## src/shared/ddpc_pkg.sv

```systemverilog
// constants shared by the mode and shared-pin control block and its serial port
// assumes one 10 MHz system clock; all pins arrive asynchronously
package ddpc_pkg;
    // system clock
    localparam int unsigned CLK_PERIOD_NS = 100;
    // software register bus
    localparam int unsigned REG_ADDR_W = 8;
    localparam int unsigned REG_DATA_W = 32;
    localparam logic [7:0] OFS_CTRL = 8'h00;
    localparam logic [7:0] OFS_STATUS = 8'h04;
    localparam logic [7:0] OFS_SAMPLE = 8'h08;
    localparam logic [31:0] CTRL_RST = 32'h0000_0001;
    localparam int unsigned CTRL_CORE_EN_BIT = 0;
    localparam int unsigned ST_PIN_MODE_BIT = 0;
    localparam int unsigned ST_POWER_DOWN_PIN_BIT = 1;
    localparam int unsigned ST_TWOS_BIT = 2;
    localparam int unsigned ST_PHASE_BIT = 3;
    localparam int unsigned ST_RSET_FIRST_BIT = 4;
    localparam int unsigned ST_RSET_SECOND_BIT = 5;
    // positions of the control pins in the synchroniser vector
    localparam int unsigned PIN_MODE = 0;
    localparam int unsigned PIN_CLK = 1;
    localparam int unsigned PIN_DATA = 2;
    localparam int unsigned PIN_SEL = 3;
    localparam int unsigned PIN_DQCLK = 4;
    localparam int unsigned PIN_SMPCLK = 5;
    localparam int unsigned PIN_NUM = 6;
    // serial frame: one command byte (read flag, address) then one data byte
    localparam int unsigned SPI_DATA_W = 8;
    localparam int unsigned SPI_ADDR_W = 7;
    localparam int unsigned SPI_RW_BIT = 7;
    localparam logic [2:0] SPI_BIT_LAST = 3'h7;
    // serial configuration registers
    localparam int unsigned CFG_NREG = 4;
    localparam int unsigned CFG_CTRL = 0;
    localparam int unsigned CFG_AUX_FIRST = 1;
    localparam int unsigned CFG_AUX_SECOND = 2;
    localparam int unsigned CFG_POWER_DOWN_PIN_BIT = 0;
    localparam int unsigned CFG_TWOS_BIT = 1;
    localparam int unsigned CFG_RSET_FIRST_BIT = 2;
    localparam int unsigned CFG_RSET_SECOND_BIT = 3;
    localparam logic [7:0] CFG_DEF_REG = 8'h00;
    // sample word width
    localparam int unsigned SAMPLE_W = 14;
endpackage

```

## src/rtl/ddpc_mode_pin_ctrl.sv

```systemverilog
// top of the mode and shared-pin control block: strap decode, shared-pin routing,
// sample capture, format conversion, retime phase, aux routing and register bus
// assumes every pin input is asynchronous to i_clk and changes slower than i_clk
// Overview of operation
// - strap low selects serial-register mode
// - strap high selects direct pin mode
// - strap high pulse resets serial registers
// - shared clock pin clocks serial port
// - shared data pin is bidirectional serial data
// - transactions only while select held low
// - rising pin edge picks retime phase
// - format pin: low binary, high twos
// - power-down pin stops core updates only
// - internal set resistor repurposes adjust pin
// - samples captured on data qualify clock
//
// Implementation choices: strobed register access and the placing of the registers.
module ddpc_mode_pin_ctrl
    import ddpc_pkg::*;
#(
    parameter int unsigned DW = SAMPLE_W
) (
    input wire logic i_clk,                              // system clock, 10 MHz
    input wire logic i_rst_n,                            // async reset, active low
    input wire logic i_pin_config_mode,                  // mode strap and reset pin
    input wire logic i_retime_phase_select,              // serial clock / retime pin
    input wire logic i_shared_data,                      // serial data / format pin in
    output logic o_shared_data,                          // serial data pin out
    output logic o_shared_data_oe,                       // serial data pin drive enable
    input wire logic i_power_down_pin,                   // chip select / power-down pin
    input wire logic i_data_qualify_clock,               // input data clock pin
    input wire logic i_sampling_clock_in,                // sampling clock pin
    input wire logic [DW-1:0] i_sample_data,             // parallel sample word pins
    output logic [DW-1:0] o_core_sample,                 // offset binary word to core
    output logic o_core_update,                          // pulse, new core word
    output logic o_power_down,                           // core powered down
    output logic o_twos_complement,                      // active input format
    output logic o_retime_phase,                         // chosen retime clock phase
    output logic o_fullscale_adjust_first_aux_en,        // first adjust pin is aux output
    output logic [SPI_DATA_W-1:0] o_aux_out_first_channel,   // first aux code
    output logic o_fullscale_adjust_second_aux_en,       // second adjust pin is aux output
    output logic [SPI_DATA_W-1:0] o_aux_out_second_channel,  // second aux code
    input wire logic [REG_ADDR_W-1:0] i_reg_addr,        // register byte address
    input wire logic [REG_DATA_W-1:0] i_reg_wdata,       // register write data
    input wire logic i_reg_wr,                           // register write strobe
    input wire logic i_reg_rd,                           // register read strobe
    output logic [REG_DATA_W-1:0] o_reg_rdata            // read data, cycle after strobe
);
    localparam logic [DW-1:0] MSB_MASK = {1'b1, {(DW-1){1'b0}}};

    // pin synchronisers and edge history
    logic [PIN_NUM-1:0] pin_s1_q, pin_s1_d;
    logic [PIN_NUM-1:0] pin_s2_q, pin_s2_d;
    logic [PIN_NUM-1:0] pin_prev_q, pin_prev_d;
    logic [DW-1:0] dat_s1_q, dat_s1_d;
    logic [DW-1:0] dat_s2_q, dat_s2_d;

    // datapath state
    logic [DW-1:0] cap_q, cap_d;
    logic [DW-1:0] core_q, core_d;
    logic upd_q, upd_d;
    logic power_down_pin_q, power_down_pin_d;
    logic twos_q, twos_d;
    logic phase_q, phase_d;
    logic aux1_en_q, aux1_en_d;
    logic aux2_en_q, aux2_en_d;
    logic [SPI_DATA_W-1:0] aux1_q, aux1_d;
    logic [SPI_DATA_W-1:0] aux2_q, aux2_d;

    // register bus state
    logic [REG_DATA_W-1:0] ctrl_q, ctrl_d;
    logic [REG_DATA_W-1:0] rdata_q, rdata_d;

    // decoded pin levels and edges
    logic pin_mode;
    logic sclk_rise;
    logic sclk_fall;
    logic clk_rise;
    logic dq_rise;
    logic smp_rise;
    logic [CFG_NREG*SPI_DATA_W-1:0] cfg_flat;
    logic [SPI_DATA_W-1:0] cfg_ctrl;
    logic spi_sdo;
    logic spi_oe;
    logic spi_sdo_q;
    logic spi_oe_q;

    // two-flop synchronisers, second stage feeds the edge history
    always_comb begin
        pin_s1_d = {i_sampling_clock_in, i_data_qualify_clock, i_power_down_pin,
                    i_shared_data, i_retime_phase_select, i_pin_config_mode};
        pin_s2_d = pin_s1_q;
        pin_prev_d = pin_s2_q;
        dat_s1_d = i_sample_data;
        dat_s2_d = dat_s1_q;
    end

    always_ff @(posedge i_clk or negedge i_rst_n) begin
        if (!i_rst_n) begin
            pin_s1_q <= '0;
            pin_s2_q <= '0;
            pin_prev_q <= '0;
            dat_s1_q <= '0;
            dat_s2_q <= '0;
        end else begin
            pin_s1_q <= pin_s1_d;
            pin_s2_q <= pin_s2_d;
            pin_prev_q <= pin_prev_d;
            dat_s1_q <= dat_s1_d;
            dat_s2_q <= dat_s2_d;
        end
    end

    assign pin_mode = pin_s2_q[PIN_MODE];
    // serial clock edges exist only in serial mode
    assign sclk_rise = !pin_mode && pin_s2_q[PIN_CLK] && !pin_prev_q[PIN_CLK];
    assign sclk_fall = !pin_mode && !pin_s2_q[PIN_CLK] && pin_prev_q[PIN_CLK];
    // retime trigger only in pin mode
    assign clk_rise = pin_mode && pin_s2_q[PIN_CLK] && !pin_prev_q[PIN_CLK];
    assign dq_rise = pin_s2_q[PIN_DQCLK] && !pin_prev_q[PIN_DQCLK];
    assign smp_rise = pin_s2_q[PIN_SMPCLK] && !pin_prev_q[PIN_SMPCLK];
    assign cfg_ctrl = cfg_flat[CFG_CTRL*SPI_DATA_W +: SPI_DATA_W];

    // serial port on the shared pins, reset by the strap pulse
    ddpc_serial_port #(
        .NREG(CFG_NREG)
    ) u_serial_port (
        .i_clk(i_clk),
        .i_rst_n(i_rst_n),
        .i_enable(!pin_mode),
        .i_cfg_reset(pin_mode),
        .i_csn(pin_s2_q[PIN_SEL]),
        .i_sclk_rise(sclk_rise),
        .i_sclk_fall(sclk_fall),
        .i_sdi(pin_s2_q[PIN_DATA]),
        .o_sdo(spi_sdo),
        .o_sdo_oe(spi_oe),
        .o_cfg(cfg_flat)
    );

    // mode routing, sample capture and core update
    always_comb begin
        cap_d = cap_q;
        core_d = core_q;
        upd_d = 1'b0;
        phase_d = phase_q;
        // format from pin in pin mode, from serial register otherwise
        twos_d = pin_mode ? pin_s2_q[PIN_DATA] : cfg_ctrl[CFG_TWOS_BIT];
        // power-down from pin in pin mode
        power_down_pin_d = pin_mode ? pin_s2_q[PIN_SEL] : cfg_ctrl[CFG_POWER_DOWN_PIN_BIT];
        // phase only moves on a rising retime pin edge
        if (clk_rise) begin
            phase_d = pin_s2_q[PIN_SMPCLK];
        end
        if (dq_rise) begin
            cap_d = twos_q ? (dat_s2_q ^ MSB_MASK) : dat_s2_q;
        end
        if (smp_rise && !power_down_pin_q && ctrl_q[CTRL_CORE_EN_BIT]) begin
            core_d = cap_q;
            upd_d = 1'b1;
        end
        // adjust pins become aux outputs with internal set resistor
        aux1_en_d = cfg_ctrl[CFG_RSET_FIRST_BIT];
        aux2_en_d = cfg_ctrl[CFG_RSET_SECOND_BIT];
        aux1_d = aux1_en_d ? cfg_flat[CFG_AUX_FIRST*SPI_DATA_W +: SPI_DATA_W] : '0;
        aux2_d = aux2_en_d ? cfg_flat[CFG_AUX_SECOND*SPI_DATA_W +: SPI_DATA_W] : '0;
    end

    always_ff @(posedge i_clk or negedge i_rst_n) begin
        if (!i_rst_n) begin
            cap_q <= '0;
            core_q <= '0;
            upd_q <= 1'b0;
            power_down_pin_q <= 1'b0;
            twos_q <= 1'b0;
            phase_q <= 1'b0;
            aux1_en_q <= 1'b0;
            aux2_en_q <= 1'b0;
            aux1_q <= '0;
            aux2_q <= '0;
        end else begin
            cap_q <= cap_d;
            core_q <= core_d;
            upd_q <= upd_d;
            power_down_pin_q <= power_down_pin_d;
            twos_q <= twos_d;
            phase_q <= phase_d;
            aux1_en_q <= aux1_en_d;
            aux2_en_q <= aux2_en_d;
            aux1_q <= aux1_d;
            aux2_q <= aux2_d;
        end
    end

    // software register bus: control write, status and sample readback
    always_comb begin
        ctrl_d = ctrl_q;
        rdata_d = '0;
        if (i_reg_wr && i_reg_addr == OFS_CTRL) begin
            ctrl_d = i_reg_wdata;
        end
        if (i_reg_rd) begin
            case (i_reg_addr)
                OFS_CTRL: rdata_d = ctrl_q;
                OFS_STATUS: begin
                    rdata_d[ST_PIN_MODE_BIT] = pin_mode;
                    rdata_d[ST_POWER_DOWN_PIN_BIT] = power_down_pin_q;
                    rdata_d[ST_TWOS_BIT] = twos_q;
                    rdata_d[ST_PHASE_BIT] = phase_q;
                    rdata_d[ST_RSET_FIRST_BIT] = aux1_en_q;
                    rdata_d[ST_RSET_SECOND_BIT] = aux2_en_q;
                end
                OFS_SAMPLE: rdata_d = REG_DATA_W'(core_q);
                default: rdata_d = '0;
            endcase
        end
    end

    always_ff @(posedge i_clk or negedge i_rst_n) begin
        if (!i_rst_n) begin
            ctrl_q <= CTRL_RST;
            rdata_q <= '0;
        end else begin
            ctrl_q <= ctrl_d;
            rdata_q <= rdata_d;
        end
    end

    // serial data pin output taken from port flops
    assign spi_sdo_q = spi_sdo;
    assign spi_oe_q = spi_oe;

    assign o_shared_data = spi_sdo_q;
    assign o_shared_data_oe = spi_oe_q;
    assign o_core_sample = core_q;
    assign o_core_update = upd_q;
    assign o_power_down = power_down_pin_q;
    assign o_twos_complement = twos_q;
    assign o_retime_phase = phase_q;
    assign o_fullscale_adjust_first_aux_en = aux1_en_q;
    assign o_fullscale_adjust_second_aux_en = aux2_en_q;
    assign o_aux_out_first_channel = aux1_q;
    assign o_aux_out_second_channel = aux2_q;
    assign o_reg_rdata = rdata_q;
endmodule

```

## src/rtl/ddpc_serial_port.sv

```systemverilog
// serial configuration port: shift engine and configuration register array
// assumes synchronised select and data, and one-cycle serial clock edge pulses
module ddpc_serial_port
    import ddpc_pkg::*;
#(
    parameter int unsigned NREG = CFG_NREG
) (
    input wire logic i_clk,                          // system clock
    input wire logic i_rst_n,                        // async reset, active low
    input wire logic i_enable,                       // serial-register mode active
    input wire logic i_cfg_reset,                    // return registers to defaults
    input wire logic i_csn,                          // synchronised chip select, low active
    input wire logic i_sclk_rise,                    // serial clock rising edge pulse
    input wire logic i_sclk_fall,                    // serial clock falling edge pulse
    input wire logic i_sdi,                          // synchronised serial data in
    output logic o_sdo,                              // serial data out
    output logic o_sdo_oe,                           // data line drive enable
    output logic [NREG*SPI_DATA_W-1:0] o_cfg         // configuration registers, flat
);
    localparam int unsigned AW = $clog2(NREG);
    localparam logic [SPI_ADDR_W-1:0] NREG_A = SPI_ADDR_W'(NREG);

    typedef enum logic [1:0] {SP_CMD, SP_DATA, SP_DONE} ddpc_sp_state_t;

    ddpc_sp_state_t state_q, state_d;
    logic [2:0] cnt_q, cnt_d;
    logic [SPI_DATA_W-1:0] shift_q, shift_d;
    logic [SPI_DATA_W-1:0] out_q, out_d;
    logic [SPI_ADDR_W-1:0] addr_q, addr_d;
    logic rd_q, rd_d;
    logic sdo_q, sdo_d;
    logic oe_q, oe_d;
    logic [SPI_DATA_W-1:0] cfg_q [NREG];
    logic [SPI_DATA_W-1:0] cfg_d [NREG];

    // frame sequencing, readback and register writes
    always_comb begin
        state_d = state_q;
        cnt_d = cnt_q;
        shift_d = shift_q;
        out_d = out_q;
        addr_d = addr_q;
        rd_d = rd_q;
        sdo_d = sdo_q;
        oe_d = oe_q;
        cfg_d = cfg_q;
        if (!i_enable || i_csn) begin
            state_d = SP_CMD;
            cnt_d = '0;
            oe_d = 1'b0;
        end else begin
            case (state_q)
                SP_CMD: begin
                    if (i_sclk_rise) begin
                        shift_d = {shift_q[SPI_DATA_W-2:0], i_sdi};
                        cnt_d = cnt_q + 3'h1;
                        if (cnt_q == SPI_BIT_LAST) begin
                            rd_d = shift_d[SPI_RW_BIT];
                            addr_d = shift_d[SPI_ADDR_W-1:0];
                            out_d = (shift_d[SPI_ADDR_W-1:0] < NREG_A) ?
                                cfg_q[shift_d[AW-1:0]] : '0;
                            state_d = SP_DATA;
                        end
                    end
                end
                SP_DATA: begin
                    if (i_sclk_fall && rd_q) begin
                        oe_d = 1'b1;
                        sdo_d = out_q[SPI_DATA_W-1];
                        out_d = {out_q[SPI_DATA_W-2:0], 1'b0};
                    end
                    if (i_sclk_rise) begin
                        shift_d = {shift_q[SPI_DATA_W-2:0], i_sdi};
                        cnt_d = cnt_q + 3'h1;
                        if (cnt_q == SPI_BIT_LAST) begin
                            if (!rd_q && addr_q < NREG_A) begin
                                cfg_d[addr_q[AW-1:0]] = shift_d;
                            end
                            state_d = SP_DONE;
                        end
                    end
                end
                SP_DONE: begin
                    if (i_sclk_fall) begin
                        oe_d = 1'b0;
                    end
                end
                default: state_d = SP_CMD;
            endcase
        end
        if (i_cfg_reset) begin
            for (int i = 0; i < NREG; i++) begin
                cfg_d[i] = CFG_DEF_REG;
            end
        end
    end

    // serial port state registers
    always_ff @(posedge i_clk or negedge i_rst_n) begin
        if (!i_rst_n) begin
            state_q <= SP_CMD;
            cnt_q <= '0;
            shift_q <= '0;
            out_q <= '0;
            addr_q <= '0;
            rd_q <= 1'b0;
            sdo_q <= 1'b0;
            oe_q <= 1'b0;
            for (int i = 0; i < NREG; i++) begin
                cfg_q[i] <= CFG_DEF_REG;
            end
        end else begin
            state_q <= state_d;
            cnt_q <= cnt_d;
            shift_q <= shift_d;
            out_q <= out_d;
            addr_q <= addr_d;
            rd_q <= rd_d;
            sdo_q <= sdo_d;
            oe_q <= oe_d;
            cfg_q <= cfg_d;
        end
    end

    // flatten the register array for the mode logic
    for (genvar gi = 0; gi < NREG; gi++) begin : g_cfg
        assign o_cfg[gi*SPI_DATA_W +: SPI_DATA_W] = cfg_q[gi];
    end

    assign o_sdo = sdo_q;
    assign o_sdo_oe = oe_q;
endmodule

```

## config.mk

```make
export PLATFORM = sky130hd
export DESIGN_NAME = ddpc_mode_pin_ctrl
export DESIGN_NICKNAME = d
export VERILOG_FILES = /design/src/shared/ddpc_pkg.sv /design/src/rtl/ddpc_mode_pin_ctrl.sv /design/src/rtl/ddpc_serial_port.sv
export SDC_FILE = /design/constraint.sdc
export NUM_CORES = 1
export LEC_CHECK = 0
export BUFFER_PORTS_ARGS = -buffer_cell sky130_fd_sc_hd__buf_2
export CAP_MARGIN = 20
export CORE_AREA = 3 3 122 124
export CTS_CLUSTER_SIZE = 14
export DETAILED_ROUTE_END_ITERATION = 12
export DIE_AREA = 0 0 125 127
export MAX_ROUTING_LAYER = met4
export PLACE_DENSITY = 0.84
export SYNTH_ARGS = -nofsm -noshare
export SYNTH_HDL_FRONTEND = slang
export SYNTH_SLANG_ARGS = --single-unit
export TNS_END_PERCENT = 50
```

## constraint.sdc

```tcl
create_clock -name i_clk -period 5.1 [get_ports i_clk]
set_input_delay 0.765 -clock i_clk [delete_from_list [all_inputs] [get_ports i_clk]]
set_output_delay 0.765 -clock i_clk [all_outputs]
set_load 0.005 [all_outputs]
```

==> results.md <==
Run status:
- The flow ran to the end, and the final reports show no timing, DRC or antenna violations.

Worst setup path:
- The critical path starts at pin_prev_d[0].
- Of all nets on the critical path, the largest fanout is 41.
- STA puts the critical path data required time at 5.47 ns.
- The logic depth of the worst register-to-register path is 5.
- The critical register-to-register path startpoint is pin_prev_d[0].
- The type of the setup path with the least slack is flip-flop to flip-flop.
- In this run the critical register-to-register path is captured at u_serial_port.out_q[0].
- The setup check on the worst reg-to-reg path leaves a slack of 2.70 ns.
- The capture point of the critical path is u_serial_port.out_q[0].
- STA classifies the critical path startpoint as a flip-flop.
- The critical path endpoint category is a flip-flop.
- The data arrival time of the critical path is 2.77 ns.

Route:
- The number of detailed-routing iterations run before antenna repair is 5.
- In this run the remaining antenna-violating nets after routing total 0.
- The wire length after detailed routing is 17.03 mm.
- After the first detailed-routing iteration, the DRC count stood at 403.
- The average routed wire per standard cell is 19.11 um.
- The vias after detailed routing is 4,928.
- The via count normalized by instance count is 5.531.
- The detailed-route DRC error count is 0.

Logic synthesis:
- The most numerous cell in the Yosys netlist is sky130_fd_sc_hd__dfrtp_1.
- The share of the synthesized netlist area taken by xor and xnor gates is 0.2120%.
- For this run, the number of Yosys warnings is 0.
- Sorting the synthesized cells by how often they occur yields 218 x sky130_fd_sc_hd__dfrtp_1, 72 x sky130_fd_sc_hd__mux2_2, 56 x sky130_fd_sc_hd__nor2_1.
- The adder-cell share of the synthesized area is 0.7571%.
- Of the post-synthesis cell area, the part taken by muxes is 17.84%.
- The cell type contributing the most total cell area after synthesis is sky130_fd_sc_hd__dfrtp_1.
- The post-synthesis instance total is 557.
- The share of the synthesized area in compound gates (AO/OA/AOI/OAI) is 2.771%.
- The top cell type by area accounts for 66.02% of the synthesized area.
- Synthesis inferred 219 register bits.
- The synthesized netlist contains 42 unique library cells.
- The combinational family with the most area after synthesis is multiplexers.
- The simple-gate portion of the synthesized area is 10.46%.
- In the post-synthesis netlist, the biggest area contributors are sky130_fd_sc_hd__dfrtp_1 66%, sky130_fd_sc_hd__mux2_2 9.8%, sky130_fd_sc_hd__mux2i_1 4.8%.
- The top flip-flop cell by instance count after synthesis is sky130_fd_sc_hd__dfrtp_1.
- After synthesis, the share of flip-flops with an asynchronous set or reset is 100.0%.
- Summing every instance area after synthesis gives 0.008263 mm^2.
- The sequential-to-total area share from yosys stat is 66.34%.
- When the netlist entered floorplanning its net count stood at 626.
- The post-synthesis area per instance is 14.83 um^2.
- The synthesized design contains 0 enable-type register cells.

Min path:
- The startpoint identified for the worst hold timing path is dat_s1_q[2].
- The worst hold path belongs to the class flip-flop to flip-flop.
- Counting instances, the worst hold path has a depth of 0.

Power and ir drop:
- The overall power after layout is 3.676 mW.
- The clock network is responsible for 42.7% of the overall power.
- For this design the total switching power over the nets is 822.1 uW.
- The register share of total power is 51.8%.
- The leakage component of the power is 5.130 nW.
- The power per cell area is 374.4 mW/mm^2.
- Combinational logic burns 5.5% of the power.
- The internal power contribution is 2.854 mW.
- The net switching share of the total power is 22.36%.
- The maximum vdd ir drop is 0.0003387 V.

Floorplan:
- The core region is 0.01388 mm^2.
- The die area is 0.01588 mm^2.
- The floorplan step set the die height to 127 um.
- The I/O pin count is 134.
- The starting utilization of the core area is 59.53%.
- The row count is 43.
- From left edge to right edge, the die measures 125 um.

STA:
- The worst pin sits at a relative slew slack of 27.97%.
- The transition time at the pin with the least slew margin is 1.079 ns.
- The final critical-path required period is 2.401 ns.
- The max-slew violation count is 0.
- The final critical path takes up 47.09% of the cycle.
- The number of hold-slack violations in the final timing report is 0.
- The total setup violations reported at the end of the flow is 0.
- Setup repair after global routing left no endpoint under its margin.
- The worst hold slack after final layout is 0.3422 ns.
- In the post-route analysis, the smallest setup slack over all paths is 2.699 ns.
- For the final routed database, the setup TNS stands at 0 ns.
- The setup skew after layout is 0.007362 ns.
- The maximum frequency from static timing analysis is 416.4 MHz.

Global route:
- Entering global routing, the biggest net connects 133 pins.
- The number of global-route vias before repair is 5,385.
- The most crowded layer after global routing is met2.
- The sum of overflow across all layers after global routing is 0.
- The initial antenna violation count was 0.
- Global routing used 28.96% of the available met1 tracks.
- The first global-routing pass estimated 28.33 mm of wire.
- Across every metal layer, demand over resource in global routing totals 22.57%.
- For met3 alone, demand over resource in global routing was 3.679%.
- The global-route track usage on met2 is 37.90%.

Clock tree:
- Clock-pin slew was measured on the worst setup and hold paths at 0.06 ns.
- The clock root buffer is sky130_fd_sc_hd__clkbuf_16.
- The quantity of hold-fixing buffers added after cts is 0.
- The number of post-CTS setup repair buffers is 0.
- The number of sinks on the clock net is 219.
- In this run the deepest clock path goes through 3 buffers.
- In this run, CTS created clock tree buffers numbering 22.
- TritonCTS built the clock tree.
- At the later pin of the worst-skew pair, clock insertion delay measures 0.49 ns.
- The count of instances resized after the clock tree is built is 0.
- CTS built an H-tree with a depth of 1.

Final layout:
- The number of cells in the finished layout apart from fillers is 891.
- The proportion of layout cells with a drive suffix above 1 is 37.55%.
- Relative to the synthesized area, the layout overhead comes to 18.85%.
- The filler cells instantiated in the layout total 903.
- At the end of the flow the core is filled with cells to 70.75%.
- The cell area after layout is 0.009821 mm^2.
- The final-stage net count is 764.
- The total inserted antenna cells is 0.

Place:
- The congestion estimate from routability-driven global placement came to 0.8933.
- The port buffer count is 133.
- After detailed placement, the total cell area comes to 0.009104 mm^2.
- The number of cells after detailed placement is 851.
- The placement-stage worst setup slack is 2.581 ns.
- The HPWL after detailed placement is 11.42 mm.

Job:
- The tool flagged a number of max-cap violations equal to 0.
-- flip-flops by register name, summed over array words and instances, names as in the netlist, 2 cells and up --
register and count:
u_serial_port.state_q 2, cap_q 14, dat_s1_q 14, u_serial_port.addr_q 7, u_serial_port.o_cfg 32, o_core_sample 14, u_serial_port.shift_q 7, o_aux_out_first_channel 8
u_serial_port.out_q 8, ctrl_q 32, pin_prev_q 3, u_serial_port.cnt_q 3, dat_s2_q 14, pin_prev_d 6, o_reg_rdata 32, o_aux_out_second_channel 8
pin_s1_q 6
-- layout by cell type, fill, tap and decap left out, types with 2 or more instances in the layout --
cell type,n
sky130_fd_sc_hd__a21oi_1,14
sky130_fd_sc_hd__a22o_1,8
sky130_fd_sc_hd__a31oi_1,7
sky130_fd_sc_hd__and2_1,36
sky130_fd_sc_hd__buf_2,132
sky130_fd_sc_hd__buf_4,5
sky130_fd_sc_hd__clkbuf_1,7
sky130_fd_sc_hd__clkbuf_16,23
sky130_fd_sc_hd__clkbuf_8,5
sky130_fd_sc_hd__clkinv_2,3
sky130_fd_sc_hd__clkinvlp_4,2
sky130_fd_sc_hd__dfrtp_1,218
sky130_fd_sc_hd__ha_1,5
sky130_fd_sc_hd__inv_1,3
sky130_fd_sc_hd__mux2_1,6
sky130_fd_sc_hd__mux2_2,72
sky130_fd_sc_hd__mux2i_1,40
sky130_fd_sc_hd__mux4_2,8
sky130_fd_sc_hd__nand2_1,9
sky130_fd_sc_hd__nand3_1,9
sky130_fd_sc_hd__nand3b_1,3
sky130_fd_sc_hd__nand4_4,4
sky130_fd_sc_hd__nor2_1,56
sky130_fd_sc_hd__nor2b_1,7
sky130_fd_sc_hd__nor3_1,4
sky130_fd_sc_hd__nor4_2,2
sky130_fd_sc_hd__nor4_4,2
sky130_fd_sc_hd__o32ai_1,2
sky130_fd_sc_hd__xnor2_1,2
-- critical path, cell delays in order, from the launching register on --
cell	delay, ns
sky130_fd_sc_hd__dfrtp_1	0.36
sky130_fd_sc_hd__buf_4	0.26
sky130_fd_sc_hd__or2_0	0.49
sky130_fd_sc_hd__a211oi_4	0.46
sky130_fd_sc_hd__and2_1	0.37
sky130_fd_sc_hd__mux2_4	0.33
-- cells by family after synthesis --
family,count (synthesis)
AO/OA/AOI/OAI,33
XOR/XNOR,2
adder cells (fa/ha/maj),5
buffers and inverters,28
flip-flops,219
multiplexers,127
AND/OR/NAND/NOR,143
-- power groups by stage --
stage	Sequential (mW)	Combinational, mW	Clock, mW
finish	1.91	0.202	1.57
global route	1.92	0.227	1.66
floorplan	1.90	0.114	0
global placement	1.93	0.196	0
detailed placement	1.94	0.205	0
CTS	1.91	0.208	1.59
-- area by class of cell --
| type | count | area, um^2 | share of cell area [%] |
|---|---|---|---|
| Sequential cell | 219 | 5482 | 55.82 |
| Multi-Input combinational cell | 310 | 2663 | 27.11 |
| Timing Repair Buffer | 139 | 723.2 | 7.364 |
| Clock buffer | 34 | 656.9 | 6.689 |
| Tap cell | 180 | 225.2 | 2.293 |
| Clock inverter | 6 | 60.06 | 0.6115 |
| Inverter | 3 | 11.26 | 0.1147 |
-- metal layers --
layer / routed length [um] / part of all wire, %
met5: 0 / 0
met1: 7077 / 42
met2: 8670 / 51
met3: 957 / 5.6
met4: 325 / 1.9
-- how the worst min path moves through the flow --
stage,slack [ns],to
floorplan,0.33,dat_s2_q[0]
finish,0.34,dat_s2_q[2]
CTS,0.34,dat_s2_q[2]
detailed placement,0.33,dat_s2_q[2]
global route,0.35,pin_prev_d[0]
global placement,0.33,dat_s2_q[5]
No activity file was read; power rests on OpenSTA's default activity.
